$ cat src/ssc_consts.svh
// Purpose: Offsets, field positions and reset values of the select channel.
// Assumes: A 32-bit classic Wishbone slave with byte addresses.
// Notes:   Included by its bare name.
`ifndef SSC_CONSTS_SVH
`define SSC_CONSTS_SVH

// ==========================================================================
// Register byte offsets
`define SSC_OFF_DATA   8'h00
`define SSC_OFF_STAT   8'h04
`define SSC_OFF_FCLR   8'h08
`define SSC_OFF_MODE   8'h0c
`define SSC_OFF_START  8'h10
`define SSC_OFF_STOP   8'h14
`define SSC_OFF_ISC    8'h18

// ==========================================================================
// Field positions
`define SSC_ST_BFF     0
`define SSC_ST_BUSY    1
`define SSC_ST_OVF     2
`define SSC_ST_RXF     3
`define SSC_MD_CONT    0
`define SSC_MD_TXEN    1
`define SSC_MD_RXEN    2
`define SSC_MD_LSB     3
`define SSC_MD_LEN8    4
`define SSC_MD_DAP     5
`define SSC_MD_CKP     6
`define SSC_ISC_SIE    7
`define SSC_CH0        0

// ==========================================================================
// Frame lengths, reset values and register widths
`define SSC_LEN_SHORT  4'h7
`define SSC_LEN_LONG   4'h8
`define SSC_TX_IDLE    8'hff
`define SSC_STAT_W     4
`define SSC_MODE_W     7

`endif

$ cat src/ssc_pkg.sv
// Purpose: Types shared by the select channel and its pin synchroniser.
// Assumes: Constants come from ssc_consts.svh.
// Notes:   Nothing here is imported; users write ssc_pkg::name.
package ssc_pkg;

  // ========================================================================
  // Synchroniser state of one pin
  typedef struct packed {
    logic s1;
    logic s2;
    logic s3;
    logic filt;
  } ssc_sync_s;

  // ========================================================================
  // Whole state of the channel
  typedef struct packed {
    logic        ack;
    logic [31:0] rdat;
    logic        en;
    logic        cont;
    logic        tx_en;
    logic        rx_en;
    logic        lsb;
    logic        len8;
    logic        dap;
    logic        ckp;
    logic [7:0]  input_switch_control;
    logic [7:0]  tx_buf;
    logic        buf_full;
    logic [7:0]  tx_sh;
    logic        loaded;
    logic [7:0]  rx_sh;
    logic [7:0]  rx_dat;
    logic        rx_full;
    logic        ovf;
    logic [3:0]  cnt;
    logic        ck_prev;
    logic        sdo;
    logic        pin;
    logic        irq;
  } ssc_state_s;

endpackage : ssc_pkg

$ cat src/ssc_sync.sv
// Purpose: Three-stage synchroniser for pins from outside the clock domain.
// Assumes: Pins change far slower than clk_i.
// Notes:   A change counts once the second and third stages agree.
`timescale 1ns/100ps
`default_nettype none

module ssc_sync #(
  parameter int W = 3
) (
  input  wire logic         clk_i,
  input  wire logic         rst_i,
  input  wire logic [W-1:0] pin_i,
  output logic      [W-1:0] filt_o
);

  // ========================================================================
  // One chain per pin
  for (genvar i = 0; i < W; i++) begin : g_bit
    ssc_pkg::ssc_sync_s q;
    ssc_pkg::ssc_sync_s d;

    always_comb begin
      d      = q;
      d.s1   = pin_i[i];
      d.s2   = q.s1;
      d.s3   = q.s2;
      if (q.s2 == q.s3) begin
        d.filt = q.s3;
      end
      if (rst_i) begin
        d = 4'hf;
      end
    end

    always_ff @(posedge clk_i) begin
      q <= d;
    end

    assign filt_o[i] = q.filt;
  end

endmodule : ssc_sync

`default_nettype wire

$ cat src/ssc_channel.sv
// Purpose: Serial slave channel with select input behind classic Wishbone.
// Assumes: The master clock is at most one sixth of clk_i.
// Notes:   Pins are sampled through ssc_sync before any edge is found.
`timescale 1ns/100ps
`default_nettype none
`include "ssc_consts.svh"

module ssc_channel (
  input  wire logic        clk_i,
  input  wire logic        rst_i,
  input  wire logic        wb_cyc_i,
  input  wire logic        wb_stb_i,
  input  wire logic        wb_we_i,
  input  wire logic [7:0]  wb_adr_i,
  input  wire logic [3:0]  wb_sel_i,
  input  wire logic [31:0] wb_dat_i,
  output logic      [31:0] wb_dat_o,
  output logic             wb_ack_o,
  input  wire logic        serial_clock_pin_i,
  input  wire logic        slave_select_pin_i,
  input  wire logic        serial_data_in_pin_i,
  output logic             serial_data_out_pin_o,
  output logic             transfer_irq_o
);

  ssc_pkg::ssc_state_s q;
  ssc_pkg::ssc_state_s d;
  logic [2:0] pin_f;
  logic       sclk_f;
  logic       ss_f;
  logic       sdi_f;
  logic       ck_w;
  logic       rise_w;
  logic       fall_w;
  logic       sel_w;
  logic       shift_w;
  logic       samp_w;
  logic       fend_w;
  logic       load_w;
  logic       acc_w;
  logic       wr_w;
  logic       rd_w;
  logic [3:0] len_w;
  logic [3:0] nxt_w;

  // ==========================================================================
  // Pin synchronisers
  // The clock ratio leaves room for the synchroniser delay.
  ssc_sync #(
    .W (3)
  ) u_sync (
    .clk_i  (clk_i),
    .rst_i  (rst_i),
    .pin_i  ({serial_data_in_pin_i, slave_select_pin_i, serial_clock_pin_i}),
    .filt_o (pin_f)
  );

  assign sclk_f = pin_f[0];
  assign ss_f   = pin_f[1];
  assign sdi_f  = pin_f[2];

  // Maps a bit count to a bit position in the frame.
  function automatic logic [2:0] bit_pos(input logic       lsb,
                                         input logic [3:0] len,
                                         input logic [3:0] cnt);
    logic [3:0] p;
    p = lsb ? cnt : (len - cnt - 4'h1);
    return p[2:0];
  endfunction : bit_pos

  // ==========================================================================
  // Next state
  always_comb begin
    d       = q;
    d.irq   = 1'b0;
    acc_w   = wb_cyc_i & wb_stb_i & q.ack;
    wr_w    = acc_w & wb_we_i & wb_sel_i[0];
    rd_w    = acc_w & ~wb_we_i;
    ck_w    = sclk_f ^ q.ckp;
    rise_w  = ck_w & ~q.ck_prev;
    fall_w  = ~ck_w & q.ck_prev;
    d.ck_prev = ck_w;
    len_w   = q.len8 ? `SSC_LEN_LONG : `SSC_LEN_SHORT;
    sel_w   = q.en & (~q.input_switch_control[`SSC_ISC_SIE] | ~ss_f);
    shift_w = q.dap ? rise_w : fall_w;
    samp_w  = q.dap ? fall_w : rise_w;
    nxt_w   = q.cnt + 4'h1;
    fend_w  = 1'b0;
    load_w  = 1'b0;

    // Software clears come first so that a hardware set wins.
    if (rd_w && wb_adr_i == `SSC_OFF_DATA) begin
      d.rx_full = 1'b0;
    end
    if (wr_w && wb_adr_i == `SSC_OFF_FCLR && wb_dat_i[`SSC_ST_OVF]) begin
      d.ovf = 1'b0;
    end

    // Shift engine; with select high and SIE set nothing moves.
    if (!q.en) begin
      d.cnt    = 4'h0;
      d.loaded = 1'b0;
    end else if (sel_w) begin
      if (shift_w && q.cnt < len_w) begin
        // A receive-only channel has no data of its own and sends ones.
        d.sdo = q.tx_en ? q.tx_sh[bit_pos(q.lsb, len_w, q.cnt)]
                        : 1'b1;
      end
      if (samp_w) begin
        d.rx_sh[bit_pos(q.lsb, len_w, q.cnt)] = sdi_f;
        d.cnt = nxt_w;
        if (nxt_w >= len_w) begin
          fend_w = 1'b1;
        end
      end
    end

    if (fend_w) begin
      d.cnt    = 4'h0;
      d.loaded = 1'b0;
      if (q.rx_en) begin
        d.rx_dat  = d.rx_sh;
        d.rx_full = 1'b1;
        if (q.rx_full) begin
          d.ovf = 1'b1;
        end
      end
      if (!q.cont || !q.tx_en) begin
        d.irq = 1'b1;
      end
    end

    // Buffer to shift register; data must be ready before clocking starts.
    if (q.en && q.tx_en && q.buf_full && !d.loaded && d.cnt == 4'h0) begin
      load_w   = 1'b1;
      d.tx_sh  = q.tx_buf;
      d.buf_full = 1'b0;
      d.loaded = 1'b1;
      d.sdo    = q.dap ? q.tx_buf[bit_pos(q.lsb, len_w, 4'h0)] : 1'b1;
      if (q.cont) begin
        d.irq = 1'b1;
      end
    end

    // Register writes.
    if (wr_w) begin
      case (wb_adr_i)
        `SSC_OFF_DATA: begin
          d.tx_buf   = wb_dat_i[7:0];
          d.buf_full = 1'b1;
        end
        `SSC_OFF_MODE: begin
          d.cont  = wb_dat_i[`SSC_MD_CONT];
          d.tx_en = wb_dat_i[`SSC_MD_TXEN];
          d.rx_en = wb_dat_i[`SSC_MD_RXEN];
          d.lsb   = wb_dat_i[`SSC_MD_LSB];
          d.len8  = wb_dat_i[`SSC_MD_LEN8];
          d.dap   = wb_dat_i[`SSC_MD_DAP];
          d.ckp   = wb_dat_i[`SSC_MD_CKP];
        end
        `SSC_OFF_STOP: begin
          if (wb_dat_i[`SSC_CH0]) begin
            d.en = 1'b0;
          end
        end
        `SSC_OFF_ISC: begin
          d.input_switch_control = {wb_dat_i[`SSC_ISC_SIE], 5'h00, wb_dat_i[1:0]};
        end
        default: begin
        end
      endcase
    end
    if (wr_w && wb_adr_i == `SSC_OFF_START && wb_dat_i[`SSC_CH0]) begin
      d.en = 1'b1;
    end

    // Pin is high while deselected, except a phase 1 preload.
    d.pin = (sel_w || (d.dap && d.loaded)) ? d.sdo : 1'b1;

    // Bus answer one cycle after the request.
    d.ack  = wb_cyc_i & wb_stb_i & ~q.ack;
    d.rdat = 32'h0000_0000;
    if (wb_cyc_i && wb_stb_i && !q.ack && !wb_we_i) begin
      case (wb_adr_i)
        `SSC_OFF_DATA:  d.rdat[7:0] = q.rx_dat;
        `SSC_OFF_STAT: begin
          d.rdat[`SSC_ST_BFF]  = q.buf_full;
          d.rdat[`SSC_ST_BUSY] = q.cnt != 4'h0;
          d.rdat[`SSC_ST_OVF]  = q.ovf;
          d.rdat[`SSC_ST_RXF]  = q.rx_full;
        end
        `SSC_OFF_MODE: begin
          d.rdat[`SSC_MODE_W-1:0] = {q.ckp, q.dap, q.len8, q.lsb,
                                     q.rx_en, q.tx_en, q.cont};
        end
        `SSC_OFF_START: d.rdat[`SSC_CH0] = q.en;
        `SSC_OFF_ISC:   d.rdat[7:0] = q.input_switch_control;
        default:        d.rdat = 32'h0000_0000;
      endcase
    end

    if (rst_i) begin
      d       = '0;
      d.tx_sh = `SSC_TX_IDLE;
      d.sdo   = 1'b1;
      d.pin   = 1'b1;
      d.len8  = 1'b1;
      d.ck_prev = 1'b1;
    end
  end

  always_ff @(posedge clk_i) begin
    q <= d;
  end

  assign wb_dat_o              = q.rdat;
  assign wb_ack_o              = q.ack;
  assign serial_data_out_pin_o = q.pin;
  assign transfer_irq_o        = q.irq;
endmodule : ssc_channel

`default_nettype wire

$ cat config.mk
export PLATFORM = sky130hd
export DESIGN_NAME = ssc_channel
export DESIGN_NICKNAME = d
export VERILOG_FILES = /design/src/ssc_pkg.sv /design/src/ssc_sync.sv /design/src/ssc_channel.sv
export VERILOG_INCLUDE_DIRS = /design/src /design/src/src
export SDC_FILE = /design/constraint.sdc
export NUM_CORES = 1
export LEC_CHECK = 0
export BUFFER_PORTS_ARGS = -buffer_cell sky130_fd_sc_hd__buf_2
export CAP_MARGIN = 5
export CORE_UTILIZATION = 54
export CTS_BUF_LIST = sky130_fd_sc_hd__clkbuf_4 sky130_fd_sc_hd__clkbuf_8 sky130_fd_sc_hd__clkbuf_16
export DETAILED_ROUTE_END_ITERATION = 10
export GPL_TIMING_DRIVEN = 0
export PLACE_DENSITY = 0.8
export RECOVER_POWER = 100
export SKIP_CTS_REPAIR_TIMING = 1
export SLEW_MARGIN = 5
export SYNTH_ARGS = -nofsm -noshare
export SYNTH_HDL_FRONTEND = slang
export SYNTH_SLANG_ARGS = --single-unit
$ cat constraint.sdc
create_clock -name clk_i -period 3.7 [get_ports clk_i]
set_input_delay 0.37 -clock clk_i [delete_from_list [all_inputs] [get_ports clk_i]]
set_output_delay 0.37 -clock clk_i [all_outputs]
set_load 0.1 [all_outputs]
==> metrics, run 1 <==
antenna violations before repair=0; Worst path slowest cell=dfxtp_1; first-pass GRT wire length=13810 um; final setup vio count=0; WP data required=3.96 ns; vias post-DR=3030; Pins Over Slew Limit=0; Syn Inst Count=415; reg2reg path depth=11; worst-margin pin slew=1.174 ns; PortBufs=35; ys flop type=dfxtp_1; initial drt markers=179; first-pass detailed-route iteration total=5; Crit Reg-Reg Endpoint=q[2]; Worst Hold Launch=serial_data_in_pin_i; Comb pwr share=10.3%; Sw Ratio=26.32%; FP Rows=29; sequential area share after synthesis=40.81%; die area=7241 um^2; CP Buf/Inv Count=2; largest net degree at the start of global routing=14; final hold viol count=0; Nets=549; Yosys top cell area share=40.81%; Die X=85.10 um; clock-pin slew on the worst setup and hold paths=0.08 ns; Post-synth EDFFs=0; drt via density=5.353; RSZ-0062 raised after global routing=false; dpl ws=0.3393 ns; Setup CP Type=flip-flop to flip-flop; vias in the first global route=2942; Post-DP HPWL=6287 um; Tcrit/Tclk final=93.81%; Cell Chain, Critical Path=inv_1, ha_1, inv_1, fa_1, nor2b_1, nor2_1, mux4_2, a211oi_1, a31oi_1, or2_1, a21o_1; Starting Density=57.41%; Synth cell types=56; Post-route DRC=0; Peak VDD IR=0.3612 mV; HP Class=input pin to flip-flop; Clk pwr share=41.3%; R2R Setup Slk=0.23 ns; post-synth top area cell=dfxtp_1; Net Sw Power=0.4485 mW; Worst Path Max Fanout=9; I/O pin total=87; P_leak=1.716 nW; Worst-Skew Late Latency=0.35 ns; core box area=6495 um^2; crit start category=flip-flop; most frequent CP cell=inv_1; placer congestion estimate=0.8439; Hold Path End=u_sync.g_bit[2].q[3]; skew final=0.01133 ns; Seq pwr share=48.3%; routed length per instance=14.90 um; Crit. End Element=flip-flop; reg2reg start=q[54]; Post-Route Setup TNS=0 ns; arrival time worst endpoint=3.73 ns; Area Growth Syn to Fin=13.66%; H-tree depth=3; async set-reset flop share out of synthesis=0%; setup slack after layout=0.2292 ns; Max Freq=288.1 MHz; Syn Std Cell Area=3729 um^2; DRT antenna net count=0; family with the most delay on the worst path=adder cells; n_diodes=0; CTS Buffer Depth=2; total grt overflow=0; PwrDens=402.0 nW/um^2; CTS tree=yes; Avg Cell Area, Syn=8.985 um^2; Min-Delay Path Depth=2; final WL=8434 um; Min Hold Slack=0.1984 ns; total of max-cap violations=0; layout cells sized above 1=18.81%; Die H=85.10 um; crit path time final=3.471 ns; Int Power=1.255 mW; Worst path max stage delay=0.66 ns; total track usage=24.68%; Synth Warn #=0; Sink Count=76; cts bufs inserted=9; status=completed; top post-synthesis cells by area=dfxtp_1, mux2i_1, buf_4; root buffer cell=clkbuf_8; flops & latches, synth=76; Rel. slew slack=22.07%
[cell usage after synthesis (all sizes together), types with 7 or more instances]
library cell	n
nor2b	8
dfxtp	76
nor2	60
ha	12
a211oi	12
or2	13
a21oi	24
mux2i	27
buf	37
clkbuf	17
nand2	33
nor3	7
a211o	8
inv	7
[per-layer routing]
metal	GRT usage, %	vias up	wire [um]
met4	11.86	0	194
met5	0	-	0
met3	3.891	21	374
met2	42.89	92	4184
met1	29.83	1427	3681
li1	-	1490	-
[worst reg2reg max path, delay by kind of cell (launching register included)]
| kind | cells | cell delay, ns |
|---|---|---|
| AND/OR/NAND/NOR | 3 | 0.59 |
| buffers and inverters | 2 | 0.32 |
| AO/OA/AOI/OAI | 3 | 0.60 |
| multiplexers | 1 | 0.52 |
| flip-flops | 1 | 0.66 |
| adder cells (fa/ha/maj) | 2 | 0.68 |
[flip-flops by register name, summed over array words and instances (netlist names)]
name,cells
q,53
u_sync.g_bit.q,9
wb_dat_o,8
u_sync.filt_o,3
serial_data_out_pin_o,1
transfer_irq_o,1
wb_ack_o,1
[final cells by class]
| class | instances | area, um^2 |
|---|---|---|
| fill | 561 | 2257 |
| multi-input combinational | 301 | 1884 |
| sequential | 76 | 1521 |
| buffer | 54 | 325.3 |
| timing repair buffer | 35 | 160.2 |
| clock buffer | 11 | 138.9 |
| tap | 77 | 96.34 |
| clock inverter | 5 | 85.08 |
| inverter | 7 | 26.28 |
[kinds of logic after synthesis]
group	Yosys count	share of synthesized area, %
other cells	1	0.1006
xor+xnor	7	1.846
simple gates	155	20.13
mux	30	8.892
fa+ha+maj	13	4.564
flops	76	40.81
compound gates	72	13.59
buf+inv	61	10.07
[layout by cell type, fill, tap and decap left out, drive strengths merged, types with 2 or more instances in the layout]
cell,n
a211o,8
a211oi,12
a21oi,24
a22oi,2
a31oi,3
a32oi,4
and2,6
and2b,3
and3,3
buf,56
bufinv,2
clkbuf,44
conb,24
dfxtp,76
ha,12
inv,8
mux2,2
mux2i,27
nand2,33
nand2b,4
nand3,6
nand3b,4
nand4,5
nor2,60
nor2b,8
nor3,7
o21ai,6
o21bai,5
or2,13
xnor2,5
xor2,2
[power by group through the flow]
stage / logic (mW) / registers (mW) / clock network [mW]
detailed placement: 0.175 / 0.843 / 0
floorplan: 0.146 / 0.845 / 0
CTS: 0.175 / 0.823 / 0.711
global placement: 0.174 / 0.842 / 0
finish: 0.176 / 0.823 / 0.704
global route: 0.183 / 0.824 / 0.743
[metrics by stage]
step	power [mW]	util, %	cells	instance area (um^2)
after CTS	1.709	66.36	566	4310
final	1.704	65.25	566	4238
after global placement	1.016	62.92	550	4086
after detailed placement	1.017	62.92	550	4086
after floorplan	0.9912	-	438	3815
after global routing	1.750	65.25	566	4238
[worst max-delay path by stage]
stage                     startpoint   end  slack [ns]  depth (start not counted)
final                          q[54]  q[2]        0.23                         11
after global routing           q[54]  q[2]        0.10                         11
after CTS                      q[54]  q[2]        0.30                         11
after detailed placement       q[54]  q[2]        0.34                         11
after global placement         q[54]  q[2]        0.36                         11
after floorplan                q[54]  q[2]        0.78                         11
No activity file was read; power rests on OpenSTA's default activity.
==> run 2: changes to the inputs <==
==> constraint.sdc (replaced) <==
create_clock -name clk_i -period 3.5 [get_ports clk_i]
set_input_delay 0.35 -clock clk_i [delete_from_list [all_inputs] [get_ports clk_i]]
set_output_delay 0.35 -clock clk_i [all_outputs]
set_load 0.1 [all_outputs]
==> run 2 against run 1 <==
Effect of this change: non-clock buffer count did not move; design area rose by 0.30%; core utilization grew 0.19 points; worst hold slack worse by 0.020 ns; via count is 0.26% higher; register-to-register slack gained 0.03 ns.
==> metrics, run 2 (synthesized netlist as in run 1, its figures left out) <==
clock-pin slew on the worst setup and hold paths=0.08 ns (about the same); routed length per instance=15.02 um (+0.83%); Crit. End Element=flip-flop; Seq pwr share=48.3% (about the same); Post-Route Setup TNS=0 ns (unchanged); Worst Path Max Fanout=9 (unchanged); Net Sw Power=0.4741 mW (+5.7%); commonest cells after routing, fill and taps aside=dfxtp_1, nor2_1, nand2_1, buf_4, clkbuf_1; Biggest register=q; skew final=0.01186 ns (+0.0005304 ns); M3 GR Usage=3.891% (unchanged); total grt overflow=0 (unchanged); WP data required=3.75 ns (-0.21 ns); CTS tree=yes; placer congestion estimate=0.8439 (unchanged); FP Rows=29 (unchanged); Int Power=1.327 mW (+5.7%); GRT busiest layer=met2; Comb pwr share=10.3% (about the same); final WL=8504 um (+0.83%); antenna violations before repair=0 (unchanged); HP Class=input pin to flip-flop; Die X=85.10 um (unchanged); Clk pwr share=41.3% (about the same); filler cell count=560 (-0.18%); Starting Density=57.41% (unchanged); Max Freq=308.7 MHz (+7.1%); RSZ-0062 raised after global routing=false; total track usage=24.68% (unchanged); PortBufs=35 (unchanged); Tcrit/Tclk final=92.56% (-1.2 points); Post-route DRC=0 (unchanged); Cell Chain, Critical Path=inv_1, ha_1, inv_1, fa_1, nor2b_1, nor2_1, mux4_2, a211oi_1, a31oi_1, or2_1, a21o_1; Die H=85.10 um (unchanged); H-tree depth=3 (unchanged); GRT met2 Usage=42.89% (unchanged); core box area=6495 um^2 (unchanged); first-pass GRT wire length=13810 um (unchanged); Setup CP Type=flip-flop to flip-flop; R2R Setup Slk=0.26 ns (+0.03 ns); worst-margin pin slew=1.174 ns (+0.0004550 ns); arrival time worst endpoint=3.49 ns (-0.24 ns); Post-DP HPWL=6287 um (unchanged); root buffer cell=clkbuf_8; n_diodes=0 (unchanged); final hold viol count=0 (unchanged); vias post-DR=3038 (+0.26%); Pins Over Slew Limit=0 (unchanged); Overall Power=1.801 mW (+5.7%); vias in the first global route=2942 (unchanged); Sw Ratio=26.32% (about the same); P_leak=1.721 nW (+0.32%); grt met1 use=29.83% (unchanged); Worst-Skew Late Latency=0.35 ns (about the same); CTS Buffer Depth=2 (unchanged); Peak VDD IR=0.3819 mV (+5.7%); most common cell after layout, fill and taps aside=dfxtp_1; Worst path max stage delay=0.53 ns (-0.13 ns); Rel. slew slack=22.04% (-0.030 points); I/O pin total=87 (unchanged); Nets=549 (unchanged); Area Growth Syn to Fin=13.99%; die area=7241 um^2 (unchanged); largest net degree at the start of global routing=14 (unchanged); crit path time final=3.240 ns (-0.2312 ns); Multi-input gate area=1884 um^2 (unchanged); crit start category=flip-flop; Storage cell area=1523 um^2 (about the same); Sink Count=76 (unchanged); max reg flops=53 (unchanged); DRT antenna net count=0 (unchanged); PwrDens=423.8 nW/um^2 (+5.4%); cts bufs inserted=9 (unchanged); Worst path slowest cell=mux4_2; status=completed; first-pass detailed-route iteration total=5 (unchanged); drt via density=5.367 (+0.26%); layout cells sized above 1=19.22% (+0.41 points); total of max-cap violations=0 (unchanged); final setup vio count=0 (unchanged); initial drt markers=151 (-16%); most frequent CP cell=inv_1
run 2: layout make-up:
type	count	area share [%]
sequential	76	35.83
timing repair buffer	35	3.768
inverter	7	0.6182
tap	77	2.267
clock inverter	5	2.002
buffer	54	7.919
multi-input combinational	301	44.33
clock buffer	11	3.268
run 2: layer usage:
metal / vias to the layer above / share of wire (%)
met1: 1425 / 42
met2: 98 / 50
li1: 1492 / -
met4: 0 / 2.6
met3: 23 / 5.2
met5: - / 0
run 2: worst max-delay path: cells and delay by family (launching register included):
| family | cells | cell delay [ns] |
|---|---|---|
| buffers and inverters | 2 | 0.25 |
| flip-flops | 1 | 0.50 |
| AO/OA/AOI/OAI | 3 | 0.62 |
| adder cells (fa/ha/maj) | 2 | 0.65 |
| AND/OR/NAND/NOR | 3 | 0.59 |
| multiplexers | 1 | 0.53 |
run 2: through the flow:
stage               util (%)  instances  area (um^2)  hold slack, ns  setup WS, ns
floorplan                  -        438         3815          0.3895        0.5834
global placement       62.92        550         4086          0.3906        0.1616
detailed placement     62.92        550         4086          0.3979        0.1393
CTS                    66.36        566         4310          0.1704       0.09722
global route           65.44        566         4250          0.1728       0.09970
finish                 65.44        566         4250          0.1787        0.2604
run 2: path summary, 6_finish.rpt:
path / startpoint / endpoint / cells after the start
setup reg to reg: q[54] / q[2] / 11
hold reg to reg: u_sync.g_bit[1].q[3] / u_sync.g_bit[1].q[2] / 1
setup / recovery: q[54] / q[2] / 11
hold / removal: serial_data_in_pin_i / u_sync.g_bit[2].q[3] / 2
run 2: power groups by stage:
stage               logic (mW)  registers (mW)  clock network, mW
floorplan                0.154           0.894                  0
global placement         0.184           0.891                  0
detailed placement       0.185           0.891                  0
CTS                      0.185           0.871              0.751
global route             0.193           0.871              0.786
finish                   0.186           0.870              0.744
==> run 3: changes to the inputs <==
--- a/config.mk
+++ b/config.mk
@@ -9,7 +9,7 @@
 export BUFFER_PORTS_ARGS = -buffer_cell sky130_fd_sc_hd__buf_2
 export CAP_MARGIN = 5
 export CORE_UTILIZATION = 54
-export CTS_BUF_LIST = sky130_fd_sc_hd__clkbuf_4 sky130_fd_sc_hd__clkbuf_8 sky130_fd_sc_hd__clkbuf_16
+export CTS_BUF_LIST = sky130_fd_sc_hd__clkbuf_8 sky130_fd_sc_hd__clkbuf_16
 export DETAILED_ROUTE_END_ITERATION = 10
 export GPL_TIMING_DRIVEN = 0
 export PLACE_DENSITY = 0.8
@@ -18,4 +18,5 @@
 export SLEW_MARGIN = 5
 export SYNTH_ARGS = -nofsm -noshare
 export SYNTH_HDL_FRONTEND = slang
+export SYNTH_HIERARCHICAL = 1
 export SYNTH_SLANG_ARGS = --single-unit
==> run 3 against run 2 <==
Effect of this change: fmax increased by 3.8%; cell count increased by 10%; critical path depth is the same; via count rose by 12%; largest power group unchanged; sequential power about the same; design area increased by 4.6%; highest routed layer unchanged; synthesized cell count is 9.9% higher; count of clock-buffer cells in the layout stayed put; clock skew down 0.00095 ns; combinational power shrank 2%.
==> metrics, run 3 <==
total of max-cap violations=0 (unchanged); max reg flops=53 (unchanged); antenna violations before repair=0 (unchanged); final hold viol count=0 (unchanged); HP Class=input pin to flip-flop; initial drt markers=202 (+34%); Rel. slew slack=22.85% (+0.81 points); Max Freq=320.5 MHz (+3.8%); Area Growth Syn to Fin=14.95%; WP data required=3.75 ns (about the same); ys flop type=dfxtp_1; commonest cells after routing, fill and taps aside=dfxtp_1, nor2_1, nand3_1; crit start category=flip-flop; worst-margin pin slew=1.162 ns (-0.01221 ns); Pins Over Slew Limit=0 (unchanged); synth cell count leaders=dfxtp_1, nor2_1, nand3_1; root buffer cell=clkbuf_8; n_diodes=0 (unchanged); Setup CP Type=flip-flop to flip-flop; Crit. End Element=flip-flop; RSZ-0062 raised after global routing=false; drt via density=5.429 (+1.1%); layout cells sized above 1=16.07% (-3.2 points); Die X=86.62 um (+1.8%); async set-reset flop share out of synthesis=0% (unchanged); Finished Cell Area=4444 um^2 (+4.6%); I/O pin total=87 (unchanged); vias post-DR=3393 (+12%); Worst path max stage delay=0.52 ns (about the same); first-pass GRT wire length=14230 um (+3.1%); Biggest register=q; total grt overflow=0 (unchanged); DRT antenna net count=0 (unchanged); Nets=589 (+7.3%); Overall Power=1.821 mW (+1.1%); Synth Warn #=6 (+6); most frequent CP cell=inv_1; FP Rows=30 (+3.4%); Yosys top cell area share=39.35% (-1.5 points); core box area=6869 um^2 (+5.8%); first-pass detailed-route iteration total=5 (unchanged); top post-synthesis cells by area=dfxtp_1, buf_4, mux2i_1; most common cell after layout, fill and taps aside=dfxtp_1; Synth cell types=59 (+5.4%); Worst-Skew Late Latency=0.35 ns (about the same); Post-synth EDFFs=0 (unchanged); largest net degree at the start of global routing=14 (unchanged); dpl cells=609 (+11%); CP Buf/Inv Count=2 (unchanged); Die H=86.62 um (+1.8%); Worst path slowest cell=fa_1; Final Instance Count excl. Fillers=625 (+10%); vias in the first global route=3017 (+2.5%); Post-route DRC=0 (unchanged); skew final=0.01090 ns (-0.0009531 ns); Syn Std Cell Area=3866 um^2 (+3.7%); Peak VDD IR=0.3493 mV (-8.5%); Post-DP HPWL=6554 um (+4.2%); Post-Route Setup TNS=0 ns (unchanged); post-synth top area cell=dfxtp_1; PwrDens=409.8 nW/um^2 (-3.3%); Cell Chain, Critical Path=inv_1, ha_1, inv_1, fa_1, nor2b_1, a32o_1, nand3_1, o2111a_1, o211ai_1, a211oi_1, o21ai_0; P_leak=1.837 nW (+6.7%); cts bufs inserted=9 (unchanged); R2R Setup Slk=0.38 ns (+0.12 ns); arrival time worst endpoint=3.37 ns (-0.12 ns); family with the most delay on the worst path=compound AO/OA/AOI/OAI gates; flops & latches, synth=76 (unchanged); clock-pin slew on the worst setup and hold paths=0.08 ns (about the same); H-tree depth=3 (unchanged); final setup vio count=0 (unchanged); Placement Cell Area=4243 um^2 (+3.8%); die area=7502 um^2 (+3.6%); total track usage=25.02% (+0.33 points); most numerous cell in the Yosys netlist=dfxtp_1; routed length per instance=14.06 um (-6.4%); crit path time final=3.121 ns (-0.1191 ns); Starting Density=56.28% (-1.1 points); CTS tree=yes; CTS Buffer Depth=2 (unchanged); PortBufs=34 (-2.9%); filler cell count=601 (+7.3%); Sink Count=76 (unchanged); Avg Cell Area, Syn=8.479 um^2 (-5.6%); Syn Inst Count=456 (+9.9%); sequential area share after synthesis=39.35% (-1.5 points); placer congestion estimate=0.9217 (+9.2%); status=completed; Worst Path Max Fanout=9 (unchanged); Tcrit/Tclk final=89.16% (-3.4 points); final WL=8788 um (+3.3%)
==> run 3: cell count changes in the layout (fill, tap and decap cells not counted), sizes merged, moves of 8 or more <==
cell / change
nand3: +32
o21ai: +10
mux2i: -8
a211o: -8
nor2: -9
==> run 3: through the flow <==
| stage | util, % | hold slack [ns] | setup WS, ns |
|---|---|---|---|
| finish | 64.70 | 0.1663 | 0.3794 |
| global route | 64.70 | 0.1611 | 0.1611 |
| CTS | 65.19 | 0.1534 | 0.3943 |
| detailed placement | 61.77 | 0.3969 | 0.4177 |
| global placement | 61.77 | 0.3947 | 0.4743 |
| floorplan | - | 0.3832 | 0.9079 |
==> run 3: layout make-up <==
class | instances | area [um^2] | area share [%]
Clock inverter | 5 | 83.83 | 1.886
Inverter | 12 | 45.04 | 1.014
Sequential cell | 76 | 1521 | 34.23
Timing Repair Buffer | 34 | 155.1 | 3.491
Multi-Input combinational cell | 330 | 1999 | 44.99
Clock buffer | 11 | 151.4 | 3.407
Buffer | 61 | 367.9 | 8.277
Tap cell | 96 | 120.1 | 2.703
==> run 3: kinds of logic (layout without fill, tap and decap cells) <==
| group | after synthesis | after routing | share of synthesized area, % |
|---|---|---|---|
| buffers and inverters | 73 | 123 | 10.91 |
| and+or+nand+nor | 170 | 170 | 21.00 |
| muxes | 23 | 23 | 6.084 |
| other | 1 | 24 | 0.09699 |
| DFF | 76 | 76 | 39.35 |
| xor gates and xnor gates | 9 | 9 | 2.233 |
| adders and majority gates | 13 | 13 | 4.401 |
| AOI/OAI and AO/OA | 91 | 91 | 15.92 |
==> run 3: worst reg2reg max path: cells and delay by family, from the launching register on <==
kind            cells  cell delay [ns]
compound gates      5             1.04
fa+ha+maj           2             0.72
simple gates        2             0.49
buf+inv             2             0.30
flops               1             0.47
==> run 3: path summary, 6_finish.rpt <==
path | from | endpoint | depth (start not counted)
setup reg to reg | q[54] | serial_data_out_pin_o | 11
hold / removal | serial_data_in_pin_i | u_sync/g_bit[2].q[3] | 2
hold reg to reg | u_sync/g_bit[1].q[3] | u_sync/g_bit[1].q[2] | 1
setup / recovery | q[54] | serial_data_out_pin_o | 11
==> run 3: power breakdown <==
group | total [mW] | switching (mW) | leakage (nW) | internal (mW)
sequential | 0.871 | 0.00212 | 0.615 | 0.869
clock | 0.769 | 0.328 | 0.112 | 0.441
combinational | 0.182 | 0.146 | 1.11 | 0.0360
==> run 3: routing by layer <==
layer	vias up	track usage [%]	share of wire, %
li1	1662	-	-
met1	1566	31.12	42
met2	149	41.85	48
met3	16	4.667	7.0
met4	0	11.97	2.3
met5	-	0	0
